$ cat config.mk
export PLATFORM = sky130hd
export DESIGN_NAME = tsr_regbank
export DESIGN_NICKNAME = d
export VERILOG_FILES = /design/src/rtl/tsr_pkg.sv /design/src/rtl/tsr_regbank.sv
export SDC_FILE = /design/constraint.sdc
export NUM_CORES = 1
export LEC_CHECK = 0
export BUFFER_PORTS_ARGS = -buffer_cell sky130_fd_sc_hd__buf_2
export CAP_MARGIN = 20
export CORE_ASPECT_RATIO = 0.9
export CORE_MARGIN = 3
export CORE_UTILIZATION = 45
export DETAILED_ROUTE_END_ITERATION = 12
export PLACE_DENSITY = 0.79
export SYNTH_ARGS = -nofsm -noshare
export SYNTH_HDL_FRONTEND = slang
export SYNTH_SLANG_ARGS = --single-unit
$ cat constraint.sdc
create_clock -name core_clk -period 2.12 [get_ports core_clk]
set_input_delay 0.212 -clock core_clk [delete_from_list [all_inputs] [get_ports core_clk]]
set_output_delay 0.212 -clock core_clk [all_outputs]
set_load 0.005 [all_outputs]
$ cat src/rtl/tsr_pkg.sv
// constants, register map and carrier types of the temperature result register bank
// assumes a byte-level bus front end and a conversion engine on the same core_clk
`default_nettype none
package tsr_pkg;
  // ****************************************************************
  // register addresses
  // ****************************************************************
  localparam logic [7:0] ADDR_LOCAL_RESULT   = 8'h00;
  localparam logic [7:0] ADDR_REMOTE1_HIGH   = 8'h01;
  localparam logic [7:0] ADDR_CONFIG1_READ   = 8'h03;
  localparam logic [7:0] ADDR_CONFIG1_WRITE  = 8'h09;
  localparam logic [7:0] ADDR_REMOTE1_LOW    = 8'h10;
  localparam logic [7:0] ADDR_CONFIG2_LOCK   = 8'h24;
  localparam logic [7:0] ADDR_REMOTE2_HIGH   = 8'h30;
  localparam logic [7:0] ADDR_REMOTE2_LOW    = 8'h33;
  // ****************************************************************
  // reset values and field positions
  // ****************************************************************
  localparam logic [7:0] RESULT_RESET        = 8'h00;
  localparam logic [7:0] POINTER_RESET       = 8'h00;
  localparam logic [7:0] CONFIG1_RESET       = 8'h00;
  localparam logic [7:0] UNMAPPED_READ       = 8'h00;
  localparam int         LOCK_BIT            = 7;
  // ****************************************************************
  // encoding constants (whole degrees)
  // ****************************************************************
  localparam logic signed [11:0] EXT_OFFSET  = 12'sh040;
  localparam logic signed [11:0] DEF_MAX     = 12'sh07f;
  localparam logic signed [11:0] EXT_MAX     = 12'sh0ff;
  // ****************************************************************
  // conversion channel codes
  // ****************************************************************
  localparam logic [1:0] CH_LOCAL            = 2'h0;
  localparam logic [1:0] CH_REMOTE1          = 2'h1;
  localparam logic [1:0] CH_REMOTE2          = 2'h2;
  // ****************************************************************
  // carriers
  // ****************************************************************
  // first configuration register, msb first
  typedef struct packed {
    logic alarm_mask_all;            // bit 7
    logic standby_select;            // bit 6
    logic pin_function_select;       // bit 5
    logic reserved;                  // bit 4
    logic remote_view_select;        // bit 3
    logic range_select;              // bit 2
    logic first_remote_alarm_mask;   // bit 1
    logic second_remote_alarm_mask;  // bit 0
  } tsr_cfg1_s;
  // one result from the conversion engine, signed quarter degrees
  typedef struct packed {
    logic               valid;
    logic [1:0]         channel;
    logic signed [11:0] quarter_deg;
  } tsr_conv_s;
  // alarm requests from the limit comparators
  typedef struct packed {
    logic local_alarm;
    logic remote1_alarm;
    logic remote2_alarm;
    logic thermal_limit;
    logic high_limit;
  } tsr_alarm_s;
endpackage
`default_nettype wire

$ cat src/rtl/tsr_regbank.sv
// register bank of a three channel temperature monitor: pointer, results, configuration
// assumes a byte-level bus front end on core_clk that flags first write byte,
// read strobes, stop and repeated start; conversions and alarms arrive on core_clk
`default_nettype none
module tsr_regbank
  import tsr_pkg::*;
(
  // clock and reset
  input  wire logic       core_clk,
  input  wire logic       rst,
  // byte bus from the protocol front end
  input  wire logic       bus_wr_valid,
  input  wire logic       bus_wr_first,
  input  wire logic [7:0] bus_wr_data,
  input  wire logic       bus_rd_req,
  input  wire logic       bus_stop,
  input  wire logic       bus_rstart,
  output logic      [7:0] bus_rd_data_r,
  output logic            bus_rd_valid_r,
  // conversion engine
  input  wire tsr_conv_s  conv_in,
  output logic            conv_halt_r,
  output logic            range_ext_r,
  // alarm requests and pins, active low outputs
  input  wire tsr_alarm_s alarm_in,
  output logic            alarm_pin_n_r,
  output logic            thermal_limit_output_n_r
);
  // ****************************************************************
  // state
  // ****************************************************************
  logic [7:0]  ptr_r;                  // register pointer
  tsr_cfg1_s   cfg1_r;                 // first configuration register
  logic        lock_r;                 // lock bit, sticky until reset
  logic [7:0]  local_r;                // local result
  logic [7:0]  hi_r     [2];           // remote high bytes, index 0 = remote one
  logic [7:0]  lo_r     [2];           // remote low bytes
  logic [7:0]  pend_hi_r[2];           // high byte held back while frozen
  logic [1:0]  pend_v_r;               // held-back byte waiting
  logic [1:0]  freeze_r;               // high byte frozen
  logic [1:0]  arm_r;                  // low byte read, freeze on stop
  // ****************************************************************
  // decode helpers
  // ****************************************************************
  logic        data_wr;                // second byte of a write
  logic [15:0] enc;                    // encoded conversion
  logic        conv_ok;                // conversion accepted
  logic        view2;                  // remote one addresses show remote two
  logic [1:0]  rd_lo;                  // low byte read, per channel
  logic [1:0]  rd_hi;                  // high byte read, per channel
  logic [1:0]  conv_rem;               // conversion for a remote channel
  logic [7:0]  rd_mux;                 // byte addressed by the pointer

  // encode quarter degrees into high and low bytes
  function automatic logic [15:0] tsr_encode(input logic signed [11:0] q,
                                              input logic               ext);
    logic signed [11:0] deg;
    logic signed [11:0] top;
    deg = (q >>> 2) + (ext ? EXT_OFFSET : 12'sh000);
    top = ext ? EXT_MAX : DEF_MAX;
    if (deg < 12'sh000)
      return 16'h0000;
    else if (deg > top)
      return {top[7:0], 8'h00};
    else
      return {deg[7:0], q[1:0], 6'h00};
  endfunction

  assign data_wr  = bus_wr_valid && !bus_wr_first;
  // standby drops conversions; encoding follows the range bit now
  assign conv_ok  = conv_in.valid && !cfg1_r.standby_select;
  assign enc      = tsr_encode(conv_in.quarter_deg, cfg1_r.range_select);
  assign view2    = cfg1_r.remote_view_select;
  assign conv_rem = {conv_ok && conv_in.channel == CH_REMOTE2,
                     conv_ok && conv_in.channel == CH_REMOTE1};
  // physical channel touched by a read, view bit folded in
  assign rd_lo[0] = bus_rd_req && ptr_r == ADDR_REMOTE1_LOW && !view2;
  assign rd_lo[1] = bus_rd_req && ((ptr_r == ADDR_REMOTE1_LOW && view2)
                                   || ptr_r == ADDR_REMOTE2_LOW);
  assign rd_hi[0] = bus_rd_req && ptr_r == ADDR_REMOTE1_HIGH && !view2;
  assign rd_hi[1] = bus_rd_req && ((ptr_r == ADDR_REMOTE1_HIGH && view2)
                                   || ptr_r == ADDR_REMOTE2_HIGH);

  // read multiplexer over the pointer
  always_comb
  begin
    case (ptr_r)
      ADDR_LOCAL_RESULT: rd_mux = local_r;
      ADDR_REMOTE1_HIGH: rd_mux = view2 ? hi_r[1] : hi_r[0];
      ADDR_REMOTE1_LOW:  rd_mux = view2 ? lo_r[1] : lo_r[0];
      ADDR_CONFIG1_READ: rd_mux = cfg1_r;
      ADDR_CONFIG2_LOCK: rd_mux = {lock_r, 7'h00};
      ADDR_REMOTE2_HIGH: rd_mux = hi_r[1];
      ADDR_REMOTE2_LOW:  rd_mux = lo_r[1];
      default:           rd_mux = UNMAPPED_READ;
    endcase
  end

  // ****************************************************************
  // pointer
  // ****************************************************************
  // first byte of any write lands here, never in an addressed register
  always_ff @(posedge core_clk or posedge rst)
  begin
    if (rst)
      ptr_r <= POINTER_RESET;
    else if (bus_wr_valid && bus_wr_first)
      ptr_r <= bus_wr_data;
  end

  // ****************************************************************
  // configuration and lock
  // ****************************************************************
  // config one takes writes only at its write address and only unlocked
  always_ff @(posedge core_clk or posedge rst)
  begin
    if (rst)
      cfg1_r <= CONFIG1_RESET;
    else if (data_wr && ptr_r == ADDR_CONFIG1_WRITE && !lock_r)
      cfg1_r <= bus_wr_data;
  end

  // lock sets once and clears only at reset
  always_ff @(posedge core_clk or posedge rst)
  begin
    if (rst)
      lock_r <= 1'b0;
    else if (data_wr && ptr_r == ADDR_CONFIG2_LOCK && bus_wr_data[LOCK_BIT])
      lock_r <= 1'b1;
  end

  // ****************************************************************
  // results
  // ****************************************************************
  // local result, written by conversions only; bus writes do not reach it
  always_ff @(posedge core_clk or posedge rst)
  begin
    if (rst)
      local_r <= RESULT_RESET;
    else if (conv_ok && conv_in.channel == CH_LOCAL)
      local_r <= enc[15:8];
  end

  // remote results, one loop per physical channel
  always_ff @(posedge core_clk or posedge rst)
  begin
    if (rst)
    begin
      for (int i = 0; i < 2; i++)
      begin
        hi_r[i]      <= RESULT_RESET;
        lo_r[i]      <= RESULT_RESET;
        pend_hi_r[i] <= RESULT_RESET;
      end
      pend_v_r <= 2'h0;
    end
    else
    begin
      for (int i = 0; i < 2; i++)
      begin
        if (conv_rem[i])
        begin
          lo_r[i] <= enc[7:0];
          // frozen high byte keeps its value; the new one waits
          if (freeze_r[i] && !rd_hi[i])
          begin
            pend_hi_r[i] <= enc[15:8];
            pend_v_r[i]  <= 1'b1;
          end
          else
          begin
            hi_r[i]     <= enc[15:8];
            pend_v_r[i] <= 1'b0;
          end
        end
        else if (rd_hi[i] && pend_v_r[i])
        begin
          // high byte read: release the waiting value
          hi_r[i]     <= pend_hi_r[i];
          pend_v_r[i] <= 1'b0;
        end
      end
    end
  end

  // ****************************************************************
  // low-then-high read freeze
  // ****************************************************************
  // low read arms; a stop freezes; a repeated start disarms; high read frees
  always_ff @(posedge core_clk or posedge rst)
  begin
    if (rst)
    begin
      arm_r    <= 2'h0;
      freeze_r <= 2'h0;
    end
    else
    begin
      for (int i = 0; i < 2; i++)
      begin
        if (rd_lo[i])
          arm_r[i] <= 1'b1;
        else if (bus_stop || bus_rstart || rd_hi[i])
          arm_r[i] <= 1'b0;
        if (bus_stop && arm_r[i])
          freeze_r[i] <= 1'b1;
        else if (rd_hi[i])
          freeze_r[i] <= 1'b0;
      end
    end
  end

  // ****************************************************************
  // bus read answer
  // ****************************************************************
  // answer one cycle after the strobe, held until the next strobe
  always_ff @(posedge core_clk or posedge rst)
  begin
    if (rst)
    begin
      bus_rd_data_r  <= 8'h00;
      bus_rd_valid_r <= 1'b0;
    end
    else
    begin
      bus_rd_valid_r <= bus_rd_req;
      if (bus_rd_req)
        bus_rd_data_r <= rd_mux;
    end
  end

  // ****************************************************************
  // status toward conversion engine and pins
  // ****************************************************************
  always_ff @(posedge core_clk or posedge rst)
  begin
    if (rst)
    begin
      conv_halt_r <= 1'b0;
      range_ext_r <= 1'b0;
    end
    else
    begin
      conv_halt_r <= cfg1_r.standby_select;
      range_ext_r <= cfg1_r.range_select;
    end
  end

  // dual purpose pin and thermal output, inactive high in standby
  always_ff @(posedge core_clk or posedge rst)
  begin
    if (rst)
    begin
      alarm_pin_n_r            <= 1'b1;
      thermal_limit_output_n_r <= 1'b1;
    end
    else if (cfg1_r.standby_select)
    begin
      alarm_pin_n_r            <= 1'b1;
      thermal_limit_output_n_r <= 1'b1;
    end
    else
    begin
      thermal_limit_output_n_r <= !alarm_in.thermal_limit;
      if (cfg1_r.pin_function_select)
        alarm_pin_n_r <= !alarm_in.high_limit;
      else
        alarm_pin_n_r <= !(!cfg1_r.alarm_mask_all
          && (alarm_in.local_alarm
              || (alarm_in.remote1_alarm && !cfg1_r.first_remote_alarm_mask)
              || (alarm_in.remote2_alarm && !cfg1_r.second_remote_alarm_mask)));
    end
  end
endmodule
`default_nettype wire

; Yosys cells after proc, flatten, opt, wreduce, memory -nomap -nowiden
; Index checks and enable logic that the tools add are counted.
[op_classes]
addsub = 1
mul = 0
div_mod_pow = 0
order_cmp = 2
n_eq_ne = 11
shifts = 0
muxes = 30
bitwise_logic = 0
reduce_logical = 58
[op_table]
columns = cell, n
row1 = $mux W8, 9
row2 = $pmux W8 S7, 1
row3 = $mux W16, 2
row4 = $logic_and A1 B1 Y1, 27
row5 = $eq A8 B6 Y1 const B, 3
row6 = $mux W1, 17
row7 = $logic_not A1 Y1, 12
row8 = $reduce_bool A2 Y1, 6
row9 = $add A10 B8 Y11, 1
row10 = $gt A11 B9 Y1, 1
row11 = $lt A11 B1 Y1 const B, 1
row12 = $eq A8 B1 Y1 const B, 1
row13 = $eq A8 B2 Y1 const B, 1
row14 = $eq A8 B4 Y1 const B, 1
row15 = $eq A8 B5 Y1 const B, 1
row16 = $logic_not A8 Y1, 1
row17 = $reduce_and A2 Y1, 4
row18 = $logic_or A1 B1 Y1, 7
row19 = $mux W7, 1
row20 = $ne A2 B2 Y1 const B, 2
row21 = $eq A2 B1 Y1 const B, 1
row22 = $eq A2 B2 Y1 const B, 1
row23 = $logic_not A2 Y1, 1
[word_totals]
ff_bits = 92
latch_bits = 0
ramBits = 0
romBits = 0
inputBits = 35
wordCells = 131
mem_count = 0

; Depth between registers and ports, before layout
; Gate-level depths: netlist (run 1).
[logic_depth]
word_depth = 8
ltp_mapped = 8
mapped_depth_nobuf = 7

; Worst setup path before layout (run 1)
; Ideal clock, no wire load.
[synth_path]
path_kind = reg-to-reg
start = register cfg1_r[2] in the netlist's numbering
end = register hi_r[10] in the netlist's numbering
setup_ps = 128
arrival_time_ps = 2047
required_time_ps = 1992
slack_ps = -55
path_stages_with_launch = 9
n_path_buf = 1
cell_sequence = dfrtp_1 -> ha_1 -> ha_1 -> a21bo_2 -> clkbuf_1 -> o211ai_1 -> o211a_1 -> a21oi_1 -> mux2_1
[synth_between]
elab_chain_cells = 7
[synth_rtl]
columns = element, line
row1 = "start, declared", tsr_regbank.sv:33  ; tsr_cfg1_s cfg1_r;
row2 = "start signal, assigned", tsr_regbank.sv:120  ; cfg1_r <= bus_wr_data;
row3 = $mux W7, tsr_regbank.sv:59  ; deg = (q >>> 2) + (ext ? EXT_OFFSET : 12'sh000);
row4 = $add A10 B8 Y11, tsr_regbank.sv:59
row5 = $gt A11 B9 Y1, tsr_regbank.sv:63  ; else if (deg > top)
row6 = $mux W16, tsr_regbank.sv:63
row7 = $mux W16 *, tsr_regbank.sv:61  ; if (deg < 12'sh000)
row8 = $mux W8 *, tsr_regbank.sv:165  ; if (freeze_r[i] && !rd_hi[i])
row9 = $mux W8 *, tsr_regbank.sv:161  ; if (conv_rem[i])
row10 = "end signal, assigned by index", tsr_regbank.sv:172  ; hi_r[i] <= enc[15:8];
row11 = "end signal, assigned by index", tsr_regbank.sv:179  ; hi_r[i] <= pend_hi_r[i];
row12 = "end, declared", tsr_regbank.sv:36  ; logic [7:0] hi_r [2];
; Mark *: on every way between the ends. The rest lies on a longest branch, timed or not. The select of a mux whose other input is x is not followed.
; A chain may end at the register's enable or synchronous reset.

; Worst setup path in the final report (run 1)
[layout_path]
start = register cfg1_r[2] in the netlist's numbering
end = register hi_r[8] in the netlist's numbering
; Same word-level chain as after synthesis.

==> results of run 1 <==
## state kept, by name, summed over array words and instances (netlist names)
signal                    count
hi_r                         16
pend_hi_r                    16
bus_rd_data_r                 8
local_r                       8
ptr_r                         8
cfg1_r                        7
lo_r                          4
arm_r                         2
freeze_r                      2
pend_v_r                      2
alarm_pin_n_r                 1
bus_rd_valid_r                1
conv_halt_r                   1
lock_r                        1
range_ext_r                   1
thermal_limit_output_n_r      1
view2                         1
## report_power, final
part           total (uW)  switching, uW  leakage, uW  internal, uW
logic                 978            488      0.00109           489
clock network        1050            529    0.0000992           516
registers            2120            246      0.00102          1880
## timing repair
item,in CTS,in global routing
resized for setup,2,15
setup endpoints to repair,29,21
hold buffers,2,0
pin swaps,2,12
hold endpoints to repair,22,0
buffers inserted,0,3
## through the flow
stage               hold WS, ns  instance area [sq um]  TNS (ns)  power [uW]  utilization [%]
detailed placement        0.299                   4560     -2.82        3020             55.2
global placement          0.288                   4560    -0.964        2960             55.2
CTS                      0.0349                   4770         0        4070             57.7
finish                   0.0522                   4850         0        4140             58.8
global route             0.0501                   4850    -0.163        4380             58.8
floorplan                 0.243                   3950  -0.00975        2670                -
## kinds of logic after synthesis
group | count (synthesis)
compound gates | 118
xor+xnor | 2
fa+ha+maj | 2
buf+inv | 26
flops | 80
mux | 26
simple gates | 120
## worst register-to-register path: cells and delay by family, from the launching register on
kind                     cells  cell delay (ns)
AO/OA/AOI/OAI                3             0.50
adder cells (fa/ha/maj)      2             0.40
buffers and inverters        1             0.18
flip-flops                   1             0.41
multiplexers                 1             0.27
AND/OR/NAND/NOR              1             0.21
## area by class of cell
type	instances	area (sq um)
clock buffer	13	169
clock inverter	3	15.0
fill	669	3410
inverter	8	33.8
multi-input combinational	268	1890
sequential	80	2000
tap	115	144
timing repair buffer	91	596
## placed cells by master, fill, tap and decap left out, types with 3 or more instances in the layout
cell type | netlist | layout
o31ai_1 | 7 | 7
a31oi_1 | 9 | 9
a221oi_1 | 8 | 8
o21ai_0 | 13 | 12
clkinv_2 | 0 | 3
nand2b_1 | 4 | 4
a22o_1 | 3 | 3
buf_2 | 3 | 47
inv_1 | 8 | 7
mux2_2 | 16 | 16
nor2_1 | 42 | 42
o211a_1 | 8 | 7
nand3_1 | 3 | 3
clkbuf_8 | 0 | 12
o22ai_1 | 3 | 3
dfrtp_1 | 78 | 78
a21oi_1 | 27 | 23
nor3_1 | 6 | 6
o211ai_1 | 3 | 3
buf_4 | 0 | 40
a21oi_2 | 0 | 4
a22oi_1 | 20 | 20
mux2_4 | 0 | 6
o2bb2ai_1 | 6 | 6
nand2_1 | 38 | 38
## worst max path at each step
stage	endpoint	slack (ns)	depth (start not counted)
CTS	hi_r[12]$_DFFE_PP0P_	0.02	5
global placement	hi_r[10]$_DFFE_PP0P_	-0.10	5
detailed placement	hi_r[15]$_DFFE_PP0P_	-0.17	5
finish	hi_r[8]$_DFFE_PP0P_	0.04	8
floorplan	hi_r[10]$_DFFE_PP0P_	-0.001	7
global route	hi_r[7]$_DFFE_PP0P_	-0.03	6
## per-layer routing
layer	up-vias	routed length [microns]	global-route usage, %	part of all wire [%]
met4	0	274	8.08	2.7
met5	-	0	0	0
met1	1653	4480	27.5	44
met3	27	568	4.24	5.6
li1	1557	-	-	-
met2	133	4820	34.5	48
==> results_dict.tcl, run 1 <==
set metrics [dict create \
    setup_viol 0 \
    drt_first_pass_iters 5 \
    slowest_delay_ns 0.41 \
    syn-num-nets 411 \
    tightest_slew_ns 0.549 \
    ys.flop_type "dfrtp_1" \
    crit_buf_inv 1 \
    path_cells "ha_4 > ha_4 > nand4b_1 > o211ai_1 > buf_4 > o211a_1 > a21oi_2 > mux2_1" \
    finClkSkew_ns 0.00836 \
    reg2regPathDepth 8 \
    fmax_mhz 480 \
    hold_end "bus_rd_valid_r$_DFF_PP0_" \
    reg2reg_slack_ns 0.04 \
    arrival_ns 2.32 \
    place_inst 557 \
    period_share_pct 98.2 \
    synthAdderAreaFrac_pct 0.640 \
    ys_types 59 \
    cp_slowest_cell "dfrtp_1" \
    layout.nets 495 \
    yosys-top-cells-count "dfrtp_1, nor2_1, nand2_1" \
    synth_area_leaders "dfrtp_1, mux2_2, nor2_1, a22oi_1, nand2_1" \
    yosys_warnings 0 \
    antenna_found_initial 0 \
    die_h_microns 94.5 \
    ys_ff_latch 80 \
    drive_gt1_share_pct 32.6 \
    yosysMostFrequentCell "dfrtp_1" \
    muxShareOfSynthArea_pct 7.42 \
    leakagePower_uw 0.00220 \
    synth_xor_area_share_pct 0.448 \
    start_util_pct 47.4 \
    cts_max_path_buffers 2 \
    critical_path_required_ns 2.36 \
    worstHoldStart "bus_rd_req" \
    clk_latency_ns 0.35 \
    holdPathStages 1 \
    coreArea_sq_um 8260 \
    syn_area_sq_um 3910 \
    critPathMostFrequentCell "ha_4" \
    grt_max_degree 41 \
    syn_avg_cell_area_sq_um 10.5 \
    diodes 0 \
    yosysTopAreaCell "dfrtp_1" \
    rows 31 \
    path_max_fanout 7 \
    synth-seq-area-share_pct 51.2 \
    synthCells 374 \
    layout_min_cycle_time_ns 2.08 \
    gp_congestion 0.943 \
    worstSetupStartpointType "flop" \
    synthArstFlopShare_pct 100 \
    fin_ws_ns 0.0388 \
    synth_compound_area_share_pct 21.7 \
    cts_tree "done" \
    grt.overflow.total 0 \
    hpwl_mm 7.46 \
    peakVddDrop_v 0.000813 \
    synth_top_family_by_area "compound AO/OA/AOI/OAI gates" \
    drc 0 \
    yosys.area_share.simple_pct 15.7 \
    final_hold_viol_count 0 \
    finalNonFillerCells 578 \
    r2r-end "hi_r[8]$_DFFE_PP0P_" \
    crit_start "cfg1_r[2]$_DFFE_PP0P_" \
    io_pins 48 \
    status "finished, final reports clean" \
    grt_setup_unrepaired "true" \
    port_buffers 47 \
    powerDensity_nw_per_um2 854 \
    die-area_sq_um 9850 \
    clk_pin_slew_ns 0.08 \
    cts-htree-levels 3 \
    synthToLayoutAreaGrowth_pct 24.1 \
    maxCapViolCount 0 \
    grt_pass1_vias 3367 \
    cts_root_buf "clkbuf_8" \
    maxSlewViolCount 0 \
    ant_nets 0 \
    clkSinkCount 80 \
    critPathKind "flop to flop" \
    yosysTopAreaCellShare_pct 49.9 \
    cts_buffers 9 \
    grt_use_total_pct 20.9 \
    wire_per_inst_microns 17.5 \
    first_iter_violations 265 \
    via_per_inst 5.83 \
    drt-total-wl_mm 10.1 \
    end_kind "flop" \
    maxSlewHeadroom_pct 62.9 \
    pre_cts_ws_ns -0.174 \
    num_vias 3370 \
    die_w_microns 104 \
    hold_class "primary input to flop" \
    r2r_start "cfg1_r[2]$_DFFE_PP0P_" \
    synth-edff-count 0 \
    cp_top_family "compound AO/OA/AOI/OAI gates" \
    grt_pass1_wl_mm 16.6 \
]
(Power assumes the default switching activity.)
==> run 2: changes to the inputs <==
CORE_ASPECT_RATIO = default   (was 0.9)
SETUP_SLACK_MARGIN = 0.2   (was default)
==> run 2 against run 1 <==
Compared with the run above: non-clock buffer count increased by 17; combinational power increased by 19%; clock power increased by 12%; power increased by 8.8%; wire length increased by 18%; register-to-register slack got worse by 0.03 ns; cell count increased by 1.6%; largest power group unchanged; first-iteration DRC count increased by 31%; worst setup slack got worse by 0.026 ns; via count increased by 8.7%.
==> results_dict.tcl, run 2 (synthesized netlist as in run 1, its figures left out) <==
set metrics [dict create \
    multi_input_area_sq_um 2100 \
    first_iter_violations 346 \
    grt_pass1_wl_mm 17.2 \
    antenna_found_initial 0 \
    port_buffers 47 \
    grt_pass1_vias 3419 \
    end_kind "flop" \
    final_cell_mix "dfrtp_1, buf_2, buf_4" \
    io_pins 48 \
    nFillCells 599 \
    diodes 0 \
    drt_first_pass_iters 6 \
    final_hold_viol_count 0 \
    hpwl_mm 7.52 \
    wire_per_inst_microns 20.3 \
    grt_max_degree 33 \
    largestRegisters "hi_r: 16 flops, pend_hi_r: 16 flops" \
    path_max_fanout 8 \
    start_util_pct 46.9 \
    die_h_microns 99.2 \
    status "finished, final reports clean" \
    maxSlewViolCount 0 \
    cts_root_buf "clkbuf_8" \
    rows 33 \
    via_per_inst 6.24 \
    finClkSkew_ns 0.00722 \
    cts_max_path_buffers 2 \
    drt-total-wl_mm 11.9 \
    die_w_microns 99.2 \
    coreArea_sq_um 8340 \
    num_vias 3663 \
    drc 0 \
    critPathKind "flop to flop" \
    final.setup.tns_ns 0 \
    grt_use_total_pct 22.1 \
    fmax_mhz 474 \
    clkSinkCount 80 \
    synthToLayoutAreaGrowth_pct 34.4 \
    tightest_slew_ns 0.729 \
    post-route-util_pct 63.0 \
    grt.overflow.total 0 \
    cts-htree-levels 3 \
    critical_path_required_ns 2.34 \
    final_common_cell "dfrtp_1" \
    setup_viol 0 \
    arrival_ns 2.32 \
    die-area_sq_um 9850 \
    path_cells "or4bb_4 > a2111oi_4 > buf_6 > buf_12 > o22a_4 > a31oi_1" \
    crit_buf_inv 2 \
    ant_nets 0 \
    maxSlewHeadroom_pct 51.3 \
    maxCapViolCount 0 \
    clk_latency_ns 0.36 \
    slowest_delay_ns 0.56 \
    peakVddDrop_v 0.000515 \
    finalPower_uw 4510 \
    worstSetupStartpointType "flop" \
    gp_congestion 0.869 \
    grt_setup_unrepaired "true" \
    cts_tree "done" \
    cp_top_family "compound AO/OA/AOI/OAI gates" \
    hold_class "primary input to flop" \
    layout.nets 514 \
    leakagePower_uw 0.00235 \
    clk_pin_slew_ns 0.09 \
    powerDensity_nw_per_um2 858 \
    regArea_sq_um 2010 \
    layout_min_cycle_time_ns 2.11 \
    period_share_pct 99.4 \
    pre_cts_ws_ns -0.0381 \
    cp_slowest_cell "or4bb_4" \
    fin_ws_ns 0.0124 \
    cts_buffers 9 \
    drive_gt1_share_pct 42.3 \
]
-- run 2: cell count changes in the layout (fill, tap and decap cells not counted), sizes merged --
cell      before  now
clkbuf        13    9
clkinv         3    0
clkinvlp       1    4
nor2          42   43
inv            7   10
o22a           1    2
bufinv         0    1
buf           89  106
-- run 2: layout make-up --
cell class              count  area share (%)
multi-input cells         270            39.9
flip-flops and latches     80            38.1
repair buffers            108            15.0
well taps                 105            2.50
clock buffers               9            2.36
clock inverters             7            1.50
inverters                   8           0.643
-- run 2: through the flow --
step / cell area (sq um) / hold WS, ns / std cells
2_1_floorplan: 3970 / 0.243 / 374
3_3_place_gp: 4540 / 0.347 / 547
3_5_place_dp: 4540 / 0.349 / 547
4_1_cts: 4920 / 0.0332 / 575
5_1_grt: 5260 / 0.0388 / 587
6_report: 5260 / 0.0479 / 587
-- run 2: worst paths after layout --
kind	startpoint	end	slack [ns]	cells after the start
min reg2reg	pend_hi_r[8]$_DFFE_PP0P_	pend_hi_r[8]$_DFFE_PP0P_	0.49	2
min	bus_rd_req	bus_rd_valid_r$_DFF_PP0_	0.05	1
min in group asynchronous	rst	pend_v_r[0]$_DFFE_PP0P_	0.51	3
max reg2reg	ptr_r[5]$_DFFE_PP0P_	hi_r[4]$_DFFE_PP0P_	0.01	6
max in group asynchronous	rst	pend_hi_r[13]$_DFFE_PP0P_	0.90	4
max	ptr_r[5]$_DFFE_PP0P_	hi_r[4]$_DFFE_PP0P_	0.01	6
-- run 2: worst register-to-register path, delay by kind of cell (launching register included) --
family	cells	cell delay [ns]
buf+inv	2	0.30
flops	1	0.45
compound gates	3	0.67
simple gates	1	0.56
-- run 2: repair_timing --
item	CTS	global route
pin swaps	10	38
hold endpoints to repair	29	0
setup endpoints to repair	27	55
setup buffers	8	11
resized for setup	18	57
hold buffers	2	0
gates cloned	2	1
-- run 2: power by group --
group	switching [uW]	total, uW	internal [uW]
Combinational	580	1160	581
Clock	621	1180	556
Sequential	297	2170	1880
-- run 2: metal layers --
| layer | global-route usage [%] | wire (microns) | vias to the layer above |
|---|---|---|---|
| met3 | 2.81 | 727 | 50 |
| li1 | - | - | 1604 |
| met1 | 28.1 | 4680 | 1817 |
| met2 | 37.4 | 5970 | 192 |
| met5 | 0 | 0 | - |
| met4 | 10.9 | 550 | 0 |
==> run 3: changes to the inputs <==
REMOVE_ABC_BUFFERS = 1   (was default)
==> run 3 against run 2 <==
Compared with the run above: sequential share of layout area decreased by 0.21 points; worst setup slack improved by 0.0048 ns; cell count unchanged; power increased by 0.55%; maximum frequency increased by 0.23%; hold slack improved by 0.014 ns; clock skew increased by 0.0014 ns; non-clock buffer count increased by 1; first-iteration DRC count decreased by 7.8%; register-to-register slack about the same; clock power about the same; wire length decreased by 3.8%; largest power group unchanged.
==> results_dict.tcl, run 3 (synthesized netlist as in run 1, its figures left out) <==
set metrics [dict create \
    clk_pin_slew_ns 0.08 \
    via_per_inst 6.12 \
    num_vias 3591 \
    hpwl_mm 7.55 \
    powerDensity_nw_per_um2 858 \
    reg2reg_slack_ns 0.02 \
    critical_path_required_ns 2.32 \
    worstSetupStartpointType "flop" \
    cp_slowest_cell "or4_4" \
    clkSinkCount 80 \
    cts_root_buf "clkbuf_8" \
    leakagePower_uw 0.00237 \
    grt.overflow.total 0 \
    cts-htree-levels 3 \
    first_iter_violations 319 \
    finClkSkew_ns 0.00862 \
    cts_max_path_buffers 2 \
    grt_pass1_wl_mm 17.4 \
    slowest_delay_ns 0.59 \
    maxCapViolCount 0 \
    gp_congestion 0.895 \
    port_buffers 47 \
    maxSlewHeadroom_pct 66.9 \
    finalPower_uw 4540 \
    coreArea_sq_um 8340 \
    tightest_slew_ns 0.490 \
    grt_use_total_pct 22.5 \
    fmax_mhz 476 \
    rows 33 \
    wire_per_inst_microns 19.5 \
    synthToLayoutAreaGrowth_pct 35.0 \
    clk_latency_ns 0.35 \
    drt-total-wl_mm 11.5 \
    cp_top_family "simple AND/OR/NAND/NOR gates" \
    status "finished, final reports clean" \
    die_w_microns 99.2 \
    cts_tree "done" \
    grt_pass1_vias 3512 \
    drive_gt1_share_pct 42.1 \
    period_share_pct 99.2 \
    diodes 0 \
    maxSlewViolCount 0 \
    largestRegisters "hi_r: 16 flops, pend_hi_r: 16 flops" \
    arrival_ns 2.30 \
    grt_max_degree 57 \
    final_cell_mix "dfrtp_1, buf_2, buf_4" \
    nFillCells 649 \
    ant_nets 0 \
    peakVddDrop_v 0.000544 \
    path_max_fanout 6 \
    cts_buffers 9 \
    setup_viol 0 \
    die-area_sq_um 9850 \
    hold_class "primary input to flop" \
    io_pins 48 \
    end_kind "flop" \
    crit_buf_inv 3 \
    final_hold_viol_count 0 \
    layout.nets 514 \
    die_h_microns 99.2 \
    antenna_found_initial 0 \
    drc 0 \
    start_util_pct 46.9 \
    path_cells "or4_4 > buf_12 > a2111oi_4 > buf_4 > o22a_4 > buf_12 > a31oi_2" \
    drt_first_pass_iters 5 \
    critPathKind "flop to flop" \
    layout_min_cycle_time_ns 2.10 \
    final_common_cell "dfrtp_1" \
    fin_hold_ws_ns 0.0621 \
    critPathMostFrequentCell "buf_12" \
    grt_setup_unrepaired "true" \
]
## run 3: changes by cell type in the layout (fill, tap and decap cells not counted), sizes merged
cell / before / now
clkbuf: 9 / 14
clkinvlp: 4 / 0
inv: 10 / 7
clkinv: 0 / 2
buf: 106 / 107
nor2: 43 / 42
## run 3: path summary, 6_finish.rpt
| kind | start | end | depth (start not counted) |
|---|---|---|---|
| worst max-delay path | ptr_r[6]$_DFFE_PP0P_ | hi_r[1]$_DFFE_PP0P_ | 7 |
| worst min-delay path | bus_rd_req | bus_rd_valid_r$_DFF_PP0_ | 1 |
| worst max register to register | ptr_r[6]$_DFFE_PP0P_ | hi_r[1]$_DFFE_PP0P_ | 7 |
| worst min register to register | pend_hi_r[13]$_DFFE_PP0P_ | pend_hi_r[13]$_DFFE_PP0P_ | 2 |
| min in group asynchronous | rst | lo_r[14]$_DFFE_PP0P_ | 3 |
| max in group asynchronous | rst | ptr_r[5]$_DFFE_PP0P_ | 4 |
## run 3: layout make-up
type                            count  area [sq um]  area share, %
Timing Repair Buffer              109           818           15.5
Multi-Input combinational cell    269          2080           39.4
Inverter                            8          31.3          0.592
Sequential cell                    80          2000           37.9
Tap cell                          105           131           2.49
Clock buffer                       14           183           3.46
Clock inverter                      2          35.0          0.663
## run 3: layer usage
layer | GRT usage [%] | routed length [microns] | up-vias
met5 | 0 | 0 | -
met4 | 7.88 | 337 | 0
met3 | 5.68 | 761 | 33
met2 | 37.0 | 5690 | 167
met1 | 28.9 | 4670 | 1791
li1 | - | - | 1600
## run 3: timing repair
item | 4_1_cts | 5_1_grt
pin swaps | 4 | 17
setup buffers | 4 | 11
hold endpoints to repair | 23 | 0
hold buffers | 2 | 0
cloned | 2 | 1
setup endpoints to repair | 48 | 53
gates resized for setup | 25 | 65
## run 3: through the flow
step | setup slack (ns) | setup TNS, ns | cell area, sq um | std cells | util [%]
finish | 0.0172 | 0 | 5280 | 587 | 63.4
global route | -0.0654 | -0.296 | 5280 | 587 | 63.4
CTS | 0.0415 | 0 | 4930 | 575 | 59.1
detailed placement | -0.111 | -0.931 | 4550 | 551 | 54.5
global placement | -0.0619 | -0.479 | 4550 | 551 | 54.5
floorplan | -0.140 | -11.46 | 3830 | 356 | -
## run 3: where the power goes
part           leakage, uW  switching, uW  total, uW  internal [uW]
Sequential         0.00102            310       2190           1880
Clock             0.000113            532       1200            672
Combinational      0.00124            560       1140            584
Total              0.00237           1400       4540           3130
## run 3: worst register-to-register path, stage by stage, from the launching register on
cell and delay, ns:
dfrtp_1 0.38, or4_4 0.59, buf_12 0.16, a2111oi_4 0.18, buf_4 0.21, o22a_4 0.21
buf_12 0.13, a31oi_2 0.10
